### src/design/pbm_cfg.svh
// Constants of the basic PHY management register bank: addresses, bit positions,
// reset values and management frame counts.
// Assumes inclusion by bare name from the package and the design modules.
`ifndef PBM_CFG_SVH
`define PBM_CFG_SVH

// Management register addresses.
`define PBM_REG_CTRL      5'h00
`define PBM_REG_STAT      5'h01
`define PBM_REG_ID_HIGH   5'h02
`define PBM_REG_ID_LOW    5'h03
`define PBM_REG_EXT_CTRL  5'h0D
`define PBM_REG_EXT_DATA  5'h0E

// Control word bit positions.
`define PBM_CTRL_RST      15
`define PBM_CTRL_LOOP     14
`define PBM_CTRL_SPD_LO   13
`define PBM_CTRL_AN       12
`define PBM_CTRL_PD       11
`define PBM_CTRL_ISO      10
`define PBM_CTRL_DUPLEX   8
`define PBM_CTRL_SPD_HI   6

// Status word bit positions fed from the core.
`define PBM_STAT_AN_DONE  5
`define PBM_STAT_LINK     2

// Reset values.
`define PBM_CTRL_RESET    16'h1100
`define PBM_STAT_BASE     16'h1009
`define PBM_EXT_RESET     16'h0000

// Management frame preamble length and last field counts, in MDC cycles, and opcodes.
`define PBM_PREAMBLE_LEN  6'h20
`define PBM_HDR_LAST      6'h0B
`define PBM_TA_LAST       6'h01
`define PBM_DATA_LAST     6'h0F
`define PBM_SKIP_LAST     6'h11
`define PBM_OP_READ       2'h2
`define PBM_OP_WRITE      2'h1

`endif

### src/design/pbm_pkg.sv
// Types shared by the basic PHY management design files.
// Assumes pbm_cfg.svh is on the include path.
package pbm_pkg;
  `include "pbm_cfg.svh"

  // Phases of one serial management frame.
  typedef enum logic [2:0] {
    PBM_PRE,
    PBM_ST,
    PBM_HDR,
    PBM_TA,
    PBM_DATA,
    PBM_SKIP
  } pbm_state_t;
endpackage

### src/design/pbm_mdio_slave.sv
// Serial management frame engine: decodes read and write frames on MDC/MDIO.
// Assumes MDC and MDIO are synchronous to ref_clk_i and MDC is much slower.
`timescale 1ns/1ps
`include "pbm_cfg.svh"
module pbm_mdio_slave (
  input  wire logic        ref_clk_i,
  input  wire logic        arst_n_i,
  input  wire logic        mdc_i,
  input  wire logic        mdio_i,
  input  wire logic [4:0]  phy_addr_i,
  input  wire logic [15:0] rd_data_i,
  output logic             mdio_o,
  output logic             mdio_oe_o,
  output logic [4:0]       reg_addr_o,
  output logic             wr_stb_o,
  output logic [15:0]      wr_data_o
);
  import pbm_pkg::*;

  pbm_state_t  state;
  pbm_state_t  next_state;
  logic [5:0]  cnt;
  logic [5:0]  next_cnt;
  logic [15:0] shift;
  logic [15:0] next_shift;
  logic [11:0] hdr;
  logic        is_read;
  logic        next_is_read;
  logic        mdc_q;
  logic        rise;
  logic        fall;
  logic        next_mdio;
  logic        next_oe;
  logic [4:0]  next_reg_addr;
  logic        next_wr_stb;
  logic [15:0] next_wr_data;

  ////////////////////////////////////////////////////////////////////////////
  // Frame sequencing. Inputs are sampled on MDC rising edges and the read
  // data is launched on falling edges so the station sees it stable.
  assign rise = mdc_i & ~mdc_q;
  assign fall = ~mdc_i & mdc_q;
  assign hdr  = {shift[10:0], mdio_i};

  always_comb begin
    next_state    = state;
    next_cnt      = cnt;
    next_shift    = shift;
    next_is_read  = is_read;
    next_mdio     = mdio_o;
    next_oe       = mdio_oe_o;
    next_reg_addr = reg_addr_o;
    next_wr_stb   = 1'b0;
    next_wr_data  = wr_data_o;
    if (rise) begin
      case (state)
        PBM_PRE: begin
          if (mdio_i) begin
            if (cnt != `PBM_PREAMBLE_LEN) next_cnt = cnt + 6'h01;
          end else if (cnt == `PBM_PREAMBLE_LEN) begin
            next_state = PBM_ST;
            next_cnt   = 6'h00;
          end else begin
            next_cnt = 6'h00;
          end
        end
        PBM_ST: begin
          next_state = mdio_i ? PBM_HDR : PBM_PRE;
          next_cnt   = 6'h00;
        end
        PBM_HDR: begin
          next_shift = {shift[14:0], mdio_i};
          next_cnt   = cnt + 6'h01;
          if (cnt == `PBM_HDR_LAST) begin
            next_cnt      = 6'h00;
            next_reg_addr = hdr[4:0];
            next_is_read  = (hdr[11:10] == `PBM_OP_READ);
            // A frame for another PHY or with a bad opcode is only counted out.
            if (hdr[9:5] == phy_addr_i &&
                (hdr[11:10] == `PBM_OP_READ || hdr[11:10] == `PBM_OP_WRITE)) begin
              next_state = PBM_TA;
            end else begin
              next_state = PBM_SKIP;
            end
          end
        end
        PBM_TA: begin
          next_cnt = cnt + 6'h01;
          if (cnt == `PBM_TA_LAST) begin
            next_state = PBM_DATA;
            next_cnt   = 6'h00;
            if (is_read) next_shift = rd_data_i;
          end
        end
        PBM_DATA: begin
          next_cnt = cnt + 6'h01;
          if (!is_read) next_shift = {shift[14:0], mdio_i};
          if (cnt == `PBM_DATA_LAST) begin
            next_state = PBM_PRE;
            next_cnt   = 6'h00;
            if (!is_read) begin
              next_wr_stb  = 1'b1;
              next_wr_data = {shift[14:0], mdio_i};
            end
          end
        end
        PBM_SKIP: begin
          next_cnt = cnt + 6'h01;
          if (cnt == `PBM_SKIP_LAST) begin
            next_state = PBM_PRE;
            next_cnt   = 6'h00;
          end
        end
        default: begin
          next_state = PBM_PRE;
          next_cnt   = 6'h00;
        end
      endcase
    end
    if (fall) begin
      next_oe   = 1'b0;
      next_mdio = 1'b0;
      if (state == PBM_TA && is_read && cnt == `PBM_TA_LAST) begin
        next_oe = 1'b1; // Second turnaround bit is driven low.
      end else if (state == PBM_DATA && is_read) begin
        next_oe   = 1'b1;
        next_mdio = shift[4'hF - cnt[3:0]];
      end
    end
  end

  // Register stage of the frame engine.
  always_ff @(posedge ref_clk_i or negedge arst_n_i) begin
    if (!arst_n_i) begin
      state      <= PBM_PRE;
      cnt        <= 6'h00;
      shift      <= 16'h0000;
      is_read    <= 1'b0;
      mdc_q      <= 1'b0;
      mdio_o     <= 1'b0;
      mdio_oe_o  <= 1'b0;
      reg_addr_o <= 5'h00;
      wr_stb_o   <= 1'b0;
      wr_data_o  <= 16'h0000;
    end else begin
      state      <= next_state;
      cnt        <= next_cnt;
      shift      <= next_shift;
      is_read    <= next_is_read;
      mdc_q      <= mdc_i;
      mdio_o     <= next_mdio;
      mdio_oe_o  <= next_oe;
      reg_addr_o <= next_reg_addr;
      wr_stb_o   <= next_wr_stb;
      wr_data_o  <= next_wr_data;
    end
  end
endmodule

### src/design/pbm_phy_basic_mgmt.sv
// Basic management register bank of a single-pair 10 Mbps PHY behind MDIO.
// Assumes the PHY core supplies autoneg state, link state and a reset-done pulse,
// and that all pins are synchronous to ref_clk_i.
// Notes on behaviour
// - control word at address 0, resets to 0x1100
// - identifier words at 0x2, 0x3 are fixed
// - bit 15 starts soft reset, self-clears
// - bit 14 drives PCS loopback enable
// - bit 13 speed low reads zero
// - bit 12 mirrors autoneg enable, read-only
// - bit 11 drives core soft power-down
// - management access works during power-down
// - power-down reset value comes from strap
// - bit 6 speed high reads zero
// - bit 8 duplex always reads one
// - bit 10 isolates PHY from MAC
`timescale 1ns/1ps
`include "pbm_cfg.svh"
module pbm_phy_basic_mgmt #(
  parameter logic [15:0] ID_HIGH = 16'h1234, // Arbitrary value.
  parameter logic [15:0] ID_LOW  = 16'h5678  // Arbitrary value.
) (
  input  wire logic        ref_clk_i,
  input  wire logic        arst_n_i,
  input  wire logic        mdc_i,
  input  wire logic        mdio_i,
  output logic             mdio_o,
  output logic             mdio_oe_o,
  input  wire logic [4:0]  phy_addr_i,
  input  wire logic        pd_strap_i,
  input  wire logic        autoneg_enable_bit_i,
  input  wire logic        an_complete_i,
  input  wire logic        link_up_i,
  input  wire logic        core_reset_done_i,
  output logic             core_soft_reset_bit_o,
  output logic             pcs_loop_enable_bit_o,
  output logic             core_soft_power_down_bit_o,
  output logic             isolate_o,
  output logic [15:0]      ext_ctrl_o,
  output logic [15:0]      ext_data_o,
  output logic             ext_data_wr_o
);
  import pbm_pkg::*;

  // Reset image of the control word; single bits are taken from it by position.
  localparam logic [15:0] CTRL_RESET = `PBM_CTRL_RESET;

  logic [4:0]  reg_addr;
  logic        wr_stb;
  logic [15:0] wr_data;
  logic [15:0] rd_data;
  logic [15:0] ctrl_word;
  logic [15:0] stat_word;
  logic        wr_ctrl;
  logic        wr_ext_ctrl;
  logic        wr_ext_data;
  logic        soft_rst;
  logic        next_soft_rst;
  logic        loop_en;
  logic        next_loop_en;
  logic        pd;
  logic        next_pd;
  logic        iso;
  logic        next_iso;
  logic        strap_taken;
  logic        next_strap_taken;
  logic [15:0] ext_ctrl;
  logic [15:0] next_ext_ctrl;
  logic [15:0] ext_data;
  logic [15:0] next_ext_data;
  logic        next_ext_wr;

  ////////////////////////////////////////////////////////////////////////////
  // Serial frame engine; it never looks at power-down, so access survives it.
  pbm_mdio_slave u_mdio (
    .ref_clk_i  (ref_clk_i),
    .arst_n_i   (arst_n_i),
    .mdc_i      (mdc_i),
    .mdio_i     (mdio_i),
    .phy_addr_i (phy_addr_i),
    .rd_data_i  (rd_data),
    .mdio_o     (mdio_o),
    .mdio_oe_o  (mdio_oe_o),
    .reg_addr_o (reg_addr),
    .wr_stb_o   (wr_stb),
    .wr_data_o  (wr_data)
  );

  ////////////////////////////////////////////////////////////////////////////
  // Write decode.
  assign wr_ctrl     = wr_stb && (reg_addr == `PBM_REG_CTRL);
  assign wr_ext_ctrl = wr_stb && (reg_addr == `PBM_REG_EXT_CTRL);
  assign wr_ext_data = wr_stb && (reg_addr == `PBM_REG_EXT_DATA);

  // Only the writable control bits take write data; the rest are fixed.
  always_comb begin
    next_soft_rst    = soft_rst;
    next_loop_en     = loop_en;
    next_pd          = pd;
    next_iso         = iso;
    next_strap_taken = 1'b1;
    next_ext_ctrl    = ext_ctrl;
    next_ext_data    = ext_data;
    next_ext_wr      = wr_ext_data;
    // A fresh request wins over the done pulse so a back-to-back reset is kept.
    if (core_reset_done_i) next_soft_rst = 1'b0;
    if (wr_ctrl && wr_data[`PBM_CTRL_RST]) next_soft_rst = 1'b1;
    if (wr_ctrl) begin
      next_loop_en = wr_data[`PBM_CTRL_LOOP];
      next_iso     = wr_data[`PBM_CTRL_ISO];
    end
    // The strap is caught on the first edge after reset release.
    if (!strap_taken) begin
      next_pd = pd_strap_i;
    end else if (wr_ctrl) begin
      next_pd = wr_data[`PBM_CTRL_PD];
    end
    if (wr_ext_ctrl) next_ext_ctrl = wr_data;
    if (wr_ext_data) next_ext_data = wr_data;
  end

  // Register stage of the control state.
  always_ff @(posedge ref_clk_i or negedge arst_n_i) begin
    if (!arst_n_i) begin
      soft_rst      <= CTRL_RESET[`PBM_CTRL_RST];
      loop_en       <= CTRL_RESET[`PBM_CTRL_LOOP];
      pd            <= CTRL_RESET[`PBM_CTRL_PD];
      iso           <= CTRL_RESET[`PBM_CTRL_ISO];
      strap_taken   <= 1'b0;
      ext_ctrl      <= `PBM_EXT_RESET;
      ext_data      <= `PBM_EXT_RESET;
      ext_data_wr_o <= 1'b0;
    end else begin
      soft_rst      <= next_soft_rst;
      loop_en       <= next_loop_en;
      pd            <= next_pd;
      iso           <= next_iso;
      strap_taken   <= next_strap_taken;
      ext_ctrl      <= next_ext_ctrl;
      ext_data      <= next_ext_data;
      ext_data_wr_o <= next_ext_wr;
    end
  end

  ////////////////////////////////////////////////////////////////////////////
  // Read side. Duplex and fixed speed bits are set explicitly over the reset constant.
  always_comb begin
    ctrl_word                  = `PBM_CTRL_RESET;
    ctrl_word[`PBM_CTRL_RST]   = soft_rst;
    ctrl_word[`PBM_CTRL_LOOP]  = loop_en;
    ctrl_word[`PBM_CTRL_SPD_LO] = 1'b0;
    ctrl_word[`PBM_CTRL_AN]    = autoneg_enable_bit_i;
    ctrl_word[`PBM_CTRL_PD]    = pd;
    ctrl_word[`PBM_CTRL_ISO]   = iso;
    ctrl_word[`PBM_CTRL_DUPLEX] = 1'b1;
    ctrl_word[`PBM_CTRL_SPD_HI] = 1'b0;
    stat_word                  = `PBM_STAT_BASE;
    stat_word[`PBM_STAT_AN_DONE] = an_complete_i;
    stat_word[`PBM_STAT_LINK]  = link_up_i;
  end

  // Unmapped addresses read as zero.
  always_comb begin
    case (reg_addr)
      `PBM_REG_CTRL:     rd_data = ctrl_word;
      `PBM_REG_STAT:     rd_data = stat_word;
      `PBM_REG_ID_HIGH:  rd_data = ID_HIGH;
      `PBM_REG_ID_LOW:   rd_data = ID_LOW;
      `PBM_REG_EXT_CTRL: rd_data = ext_ctrl;
      `PBM_REG_EXT_DATA: rd_data = ext_data;
      default:           rd_data = 16'h0000;
    endcase
  end

  // Mirrors toward the PHY core.
  assign core_soft_reset_bit_o      = soft_rst;
  assign pcs_loop_enable_bit_o      = loop_en;
  assign core_soft_power_down_bit_o = pd;
  assign isolate_o                  = iso;
  assign ext_ctrl_o                 = ext_ctrl;
  assign ext_data_o                 = ext_data;

  ////////////////////////////////////////////////////////////////////////////
  // Checks on the register bank.
  a_ctrl_reset_word: assert property (@(posedge ref_clk_i) disable iff (!arst_n_i)
    (!strap_taken && autoneg_enable_bit_i) |-> (ctrl_word == `PBM_CTRL_RESET))
    else $error("Control word differs from its reset value.");
  a_id_fixed: assert property (@(posedge ref_clk_i) disable iff (!arst_n_i)
    (reg_addr == `PBM_REG_ID_HIGH) ##1 (reg_addr == `PBM_REG_ID_HIGH)
    |-> (rd_data == ID_HIGH) && $stable(rd_data))
    else $error("Identifier word changed.");
  a_soft_rst_set: assert property (@(posedge ref_clk_i) disable iff (!arst_n_i)
    (wr_ctrl && wr_data[`PBM_CTRL_RST]) |=> core_soft_reset_bit_o)
    else $error("Soft reset request was lost.");
  a_soft_rst_clear: assert property (@(posedge ref_clk_i) disable iff (!arst_n_i)
    (soft_rst && core_reset_done_i && !wr_ctrl) |=> !ctrl_word[`PBM_CTRL_RST])
    else $error("Soft reset did not clear after the cycle.");
  a_loop_write: assert property (@(posedge ref_clk_i) disable iff (!arst_n_i)
    wr_ctrl |=> (pcs_loop_enable_bit_o == $past(wr_data[`PBM_CTRL_LOOP])))
    else $error("Loopback enable did not follow the write.");
  a_speed_low_zero: assert property (@(posedge ref_clk_i) disable iff (!arst_n_i)
    wr_ctrl ##1 (reg_addr == `PBM_REG_CTRL) |-> !rd_data[`PBM_CTRL_SPD_LO])
    else $error("Speed low bit reads one.");
  a_an_mirror: assert property (@(posedge ref_clk_i) disable iff (!arst_n_i)
    wr_ctrl |=> (ctrl_word[`PBM_CTRL_AN] == autoneg_enable_bit_i))
    else $error("Autoneg bit does not mirror the core.");
  a_pd_write: assert property (@(posedge ref_clk_i) disable iff (!arst_n_i)
    (wr_ctrl && strap_taken)
    |=> (core_soft_power_down_bit_o == $past(wr_data[`PBM_CTRL_PD])))
    else $error("Power-down did not follow the write.");
  a_pd_serves: assert property (@(posedge ref_clk_i) disable iff (!arst_n_i)
    (pd && wr_ext_data) |=> (ext_data_o == $past(wr_data)) && ext_data_wr_o)
    else $error("Write lost during power-down.");
  a_pd_strap: assert property (@(posedge ref_clk_i) disable iff (!arst_n_i)
    $rose(strap_taken) |-> (pd == $past(pd_strap_i)))
    else $error("Power-down did not take the strap.");
  a_fixed_bits: assert property (@(posedge ref_clk_i) disable iff (!arst_n_i)
    wr_ctrl |=> ctrl_word[`PBM_CTRL_DUPLEX] && !ctrl_word[`PBM_CTRL_SPD_HI])
    else $error("Duplex or speed high bit was written.");
  a_iso_write: assert property (@(posedge ref_clk_i) disable iff (!arst_n_i)
    wr_ctrl |=> (isolate_o == $past(wr_data[`PBM_CTRL_ISO]))
    && ctrl_word[`PBM_CTRL_DUPLEX])
    else $error("Isolate or duplex wrong after write.");
  a_ro_ignored: assert property (@(posedge ref_clk_i) disable iff (!arst_n_i)
    (wr_ctrl && !wr_data[`PBM_CTRL_DUPLEX]) |=> ctrl_word[`PBM_CTRL_DUPLEX]
    && (isolate_o == $past(wr_data[`PBM_CTRL_ISO])))
    else $error("Read-only bit disturbed a write.");
endmodule

### config.mk
export PLATFORM = sky130hd
export DESIGN_NAME = pbm_phy_basic_mgmt
export DESIGN_NICKNAME = d
export VERILOG_FILES = /design/src/design/pbm_pkg.sv /design/src/design/pbm_mdio_slave.sv /design/src/design/pbm_phy_basic_mgmt.sv
export VERILOG_INCLUDE_DIRS = /design/src /design/src/design
export SDC_FILE = /design/constraint.sdc
export NUM_CORES = 1
export LEC_CHECK = 0
export BUFFER_PORTS_ARGS = -buffer_cell sky130_fd_sc_hd__buf_2
export CAP_MARGIN = 20
export CORE_MARGIN = 5
export CORE_UTILIZATION = 45
export DETAILED_ROUTE_END_ITERATION = 10
export MAX_ROUTING_LAYER = met4
export PLACE_DENSITY = 0.67
export SLEW_MARGIN = 20
export SYNTH_ARGS = -nofsm -noshare
export SYNTH_HDL_FRONTEND = slang
export SYNTH_SLANG_ARGS = --single-unit
export TNS_END_PERCENT = 10
### constraint.sdc
create_clock -name ref_clk_i -period 2.8 [get_ports ref_clk_i]
set_clock_uncertainty 0.1 [all_clocks]
set_input_delay 0.56 -clock ref_clk_i [delete_from_list [all_inputs] [get_ports ref_clk_i]]
set_output_delay 0.56 -clock ref_clk_i [all_outputs]
set_load 0.03 [all_outputs]
# [Yosys cells after proc, flatten, opt, wreduce, memory -nomap -nowiden]
# Cells that the tools add are included.
[totals] reg_bits=89 latch_bits=0 ram_bits=0 romBits=0 inputBits=14 output_inout_bits=39 word_cells=108 n_memories=0
[classes] add_sub_neg=2 multipliers=0 div=0 magnitude_cmp=1 eq_ne=29 shifts=0 mux=35 n_bitwise=5 n_reduce_logical=18
[ops] operator="$pmux W16 S6" n=1
[ops] operator="$mux W16" n=3
[ops] operator="$pmux W16 S3" n=1
[ops] operator="$mux W6" n=6
[ops] operator="$pmux W6 S5" n=1
[ops] operator="$mux W3" n=7
[ops] operator="$pmux W3 S6" n=1
[ops] operator="$mux W1" n=13
[ops] operator="$eq A6 B4 Y1 const B" n=2
[ops] operator="$ne A2 B1 Y1 const B" n=6
[ops] operator="$eq A5 B2 Y1 const B" n=2
[ops] operator="$eq A5 B4 Y1 const B" n=2
[ops] operator="$logic_and A1 B1 Y1" n=8
[ops] operator="$reduce_and A7 Y1" n=1
[ops] operator="$add A6 B1 Y6 const B" n=1
[ops] operator="$eq A3 B2 Y1 const B" n=2
[ops] operator="$eq A3 B3 Y1 const B" n=2
[ops] operator="$eq A6 B1 Y1 const B" n=1
[ops] operator="$eq A6 B5 Y1 const B" n=1
[ops] operator="$eq A6 B6 Y1 const B" n=1
[ops] operator="$ne A2 B2 Y1 const B" n=3
[ops] operator="$ne A6 B6 Y1 const B" n=1
[ops] operator="$eq A5 B1 Y1 const B" n=1
[ops] operator="$eq A5 B5 Y1" n=1
[ops] operator="19 further kinds" n=22

# [Depth between registers and ports, before layout]
[logic_depth] word_depth=6 depth_mapped=9 ltp_nobuf=7

# [Modules after synthesis]
# From an unflattened synthesis, not the netlist that was laid out.
[hier_totals] hier_cells=374 hier_area_um2=4659.5
[modules_own_cells] module="pbm_mdio_slave" n_inst=1 cells_each=234 area_each_um2=2655.0 seq_area_each_um2=1276.2
[modules_own_cells] module="pbm_phy_basic_mgmt" n_inst=1 cells_each=140 area_each_um2=2004.4 seq_area_each_um2=950.9

# [Worst setup path after synthesis]
# OpenSTA, ideal clock, no wires.
[synth_timing] path_type="reg2reg" startpoint="reg u_mdio.cnt[1]" endpoint="reg u_mdio.state[0]" setup_time_ps=125 arrival_ps=1916 required_ps=2575 slack_ps=659 path_stages_with_launch=9 path_buffers=1 period_less_slack_ps=2141 path_cell_list="dfrtp_1 clkbuf_1 inv_1 ha_1 nor4b_4 nand3b_1 a211oi_2 and3_4 mux2_4"
[synth_via] elab_chain_len=3 elab_cells_between_ends=11 cone_classes="eq/ne: 10; reduce/logical: 1"
[synth_rtl] element="start: declaration" line="pbm_mdio_slave.sv:22" text="logic [5:0] cnt;"
[synth_rtl] element="start signal: assignment" line="pbm_mdio_slave.sv:147" text="cnt <= next_cnt;"
[synth_rtl] element="$eq A6 B4 Y1 (no line) (tied with other cells)"
[synth_rtl] element="$ne A2 B1 Y1 (no line)"
[synth_rtl] element="$reduce_and A7 Y1 (no line) *"
[synth_rtl] element="end signal: assignment" line="pbm_mdio_slave.sv:146" text="state <= next_state;"
[synth_rtl] element="end: declaration" line="pbm_mdio_slave.sv:20" text="pbm_state_t state;"
# Mark *: on every way between the ends. The rest lies on a longest branch, timed or not.
# A chain may end at the register's enable or synchronous reset.

# [Worst setup path in the final report]
[layout_timing] startpoint="reg u_mdio.cnt[1]" endpoint="reg u_mdio.state[1]"
# The elaborated chain is that of the path after synthesis.

==> impl_metrics.yaml <==
drt:
  dr.pass1.iters: 4
  drc: 0
  vias: 3181
  viasPerCell: 5.571
  wl_mm: 10.68
  detail-route-antenna-nets: 0
  wl_per_cell_um: 18.70
  drtIter0Drc: 241
die:
  die_h_um: 109.7
  row_count: 36
  dieArea_mm2: 0.01203
  initial_utilization: 0.4595
  placeableCoreArea_mm2: 0.009729
  io-pin-count: 53
  die_w_um: 109.7
clock_network:
  clkLatencyLatePin_ns: 0.36
  cts-resized-gates: 0
  cts_made_buffers: 9
  tritoncts: "yes"
  ctsRootBufferMaster: "clkbuf_8"
  path_clk_slew_ns: 0.09
  cts_max_level: 3
  clk_path_buf_depth: 2
  holdBufCountCts: 0
  postCtsSetupRepairBufs: 0
  cts.sinks: 89
sta:
  setup_violations: 0
  timing.fmax_mhz: 409.4
  fin_setup_tns_ns: 0
  holdWs_ns: 0.05920
  rsz0062_at_grt: "no"
  worstMarginPinSlew_ns: 0.5909
  fin_crit_sh: 0.8723
  relSlewSlack: 0.6024
  fin_crit_ns: 2.442
  finalHoldViolations: 0
  drv_slew: 0
global_route:
  grt-ovfl-total: 0
  grt_pass1_vias: 3356
  grt_max_degree: 53
  grt_usage: 0.2004
  antenna_found_initial: 0
  grt_pass1_wl_mm: 17.85
finish:
  seq_area_mm2: 0.002227
  nFillCells: 898
  finalNonFillerCells: 571
  final_cell_mix: "dfrtp_1 (89), buf_2 (51), mux2_2 (50)"
  multi_input_area_mm2: 0.002054
  drive_gt1_frac: 0.3493
  n_antenna_cell: 0
  syn_to_final_growth_pct: 12.71
  stdcell_area_mm2: 0.005039
  layout_commonest_cell: "dfrtp_1"
  nets: 453
placed_design:
  gp_congestion: 0.8531
  dp_hpwl_mm: 7.778
  dp.cells: 555
  dpl_cell_area_mm2: 0.004858
  port-buffer-count: 52
yosys:
  ys_async_sr_fraction: 1.000
  yosysWarnings: 0
  ys_seq_elements: 89
  ys_seq_area_frac: 0.4982
  ys.flop_type: "dfrtp_1"
  synth_fp_nets: 400
  synth_top_area_frac: 0.4982
  syn_area_per_cell_um2: 11.76
  synth_area_leaders: "dfrtp_1 (50%), mux2_2 (13%), a21oi_1 (2.2%)"
  synth_top_cell_by_area: "dfrtp_1"
  synth_cell_types: 57
  syn-cell-area_mm2: 0.004471
  synth_edf_count: 0
  synthCells: 380
pwr:
  vdd_drop_max_uv: 364.4
  p_leak_nw: 2.463
  power_density_mw_per_mm2: 673.7
job:
  cap_violations: 0
setup_path:
  worstPathRequired_ns: 2.95
  worstSetupPathType: "reg -> reg"
  critPathLaunchType: "register"
  critPathMaxFanout: 8
  end_kind: "register"
  worstPathArrival_ns: 2.59
worst_hold_path:
  hold_class: "in -> async"
run_status:
  outcome: "complete, no violations"
## state kept, by name, indices dropped and copies added (netlist names)
register                    cells
ext_ctrl_o                     16
ext_data_o                     16
u_mdio.shift                   16
u_mdio.wr_data_o               16
u_mdio.cnt                      6
u_mdio.reg_addr_o               5
u_mdio.state                    3
core_soft_power_down_bit_o      1
core_soft_reset_bit_o           1
ext_data_wr_o                   1
isolate_o                       1
pcs_loop_enable_bit_o           1
strap_taken                     1
u_mdio.is_read                  1
u_mdio.mdc_q                    1
u_mdio.mdio_o                   1
u_mdio.mdio_oe_o                1
u_mdio.wr_stb_o                 1
## metrics by stage
stage / power, mW / worst slack [ns] / utilization
6_report: 3.394 / 0.3577 / 0.5179
5_1_grt: 3.633 / 0.2268 / 0.5179
4_1_cts: 3.431 / 0.3900 / 0.5179
3_5_place_dp: 2.614 / 0.4161 / 0.4994
3_3_place_gp: 2.594 / 0.3989 / 0.4994
2_1_floorplan: 2.336 / 0.6591 / -
## cells by family (layout without fill, tap and decap cells)
family / after synthesis / in the layout / synth area share
muxes: 66 / 66 / 0.1774
buffers and inverters: 35 / 93 / 0.04226
other: 1 / 1 / 0.0008388
adders and majority gates: 6 / 6 / 0.01679
xor gates and xnor gates: 9 / 9 / 0.01763
and+or+nand+nor: 93 / 93 / 0.1187
DFF: 89 / 89 / 0.4982
AOI/OAI and AO/OA: 81 / 81 / 0.1282
## where the power goes
part           switching (mW)  internal (mW)
Sequential              0.283           1.46
Combinational           0.429          0.417
Clock                   0.477          0.328
## worst paths after layout
kind | to | slack, ns | cells past startpoint | startpoint
min in group ref_clk_i | u_mdio.mdc_q | 0.23 | 1 | mdc_i
max in group asynchronous | ext_ctrl_o[10] | 1.88 | 2 | arst_n_i
setup reg to reg | u_mdio.state[1] | 0.36 | 6 | u_mdio.cnt[1]
hold reg to reg | core_soft_power_down_bit_o | 0.35 | 1 | strap_taken
hold / removal | u_mdio.mdc_q | 0.06 | 1 | arst_n_i
setup / recovery | u_mdio.state[1] | 0.36 | 6 | u_mdio.cnt[1]
## critical path, stage by stage, from the launching register on
cell and delay, ns:
dfrtp_1 0.57, ha_1 0.34, and4bb_2 0.26, a21oi_1 0.10, a211oi_2 0.38, and3_4 0.28
mux2_4 0.30
## synthesized netlist by cell type (all sizes together) (7+ instances only)
cell type	n
nand2	21
nor2	28
o21ai	13
buf	15
a22oi	13
inv	14
xor2	9
nor3	11
a31oi	7
a21oi	21
mux2	60
dfrtp	89
## metal layers
| layer | up-vias | wire [um] | track usage |
|---|---|---|---|
| li1 | 1492 | - | - |
| met2 | 85 | 5119 | 0.3060 |
| met4 | 0 | 125 | 0.06946 |
| met1 | 1596 | 4981 | 0.2707 |
| met5 | - | 0 | - |
| met3 | 8 | 454 | 0.03582 |
## final cells by class
cell class                 instances  area share
inverter                          14     0.01043
clock buffer                       9     0.02458
multi-input combinational        256      0.4077
sequential                        89      0.4420
tap                              133     0.03303
timing repair buffer              63     0.07102
clock inverter                     7     0.01117
(Power assumes the default switching activity.)
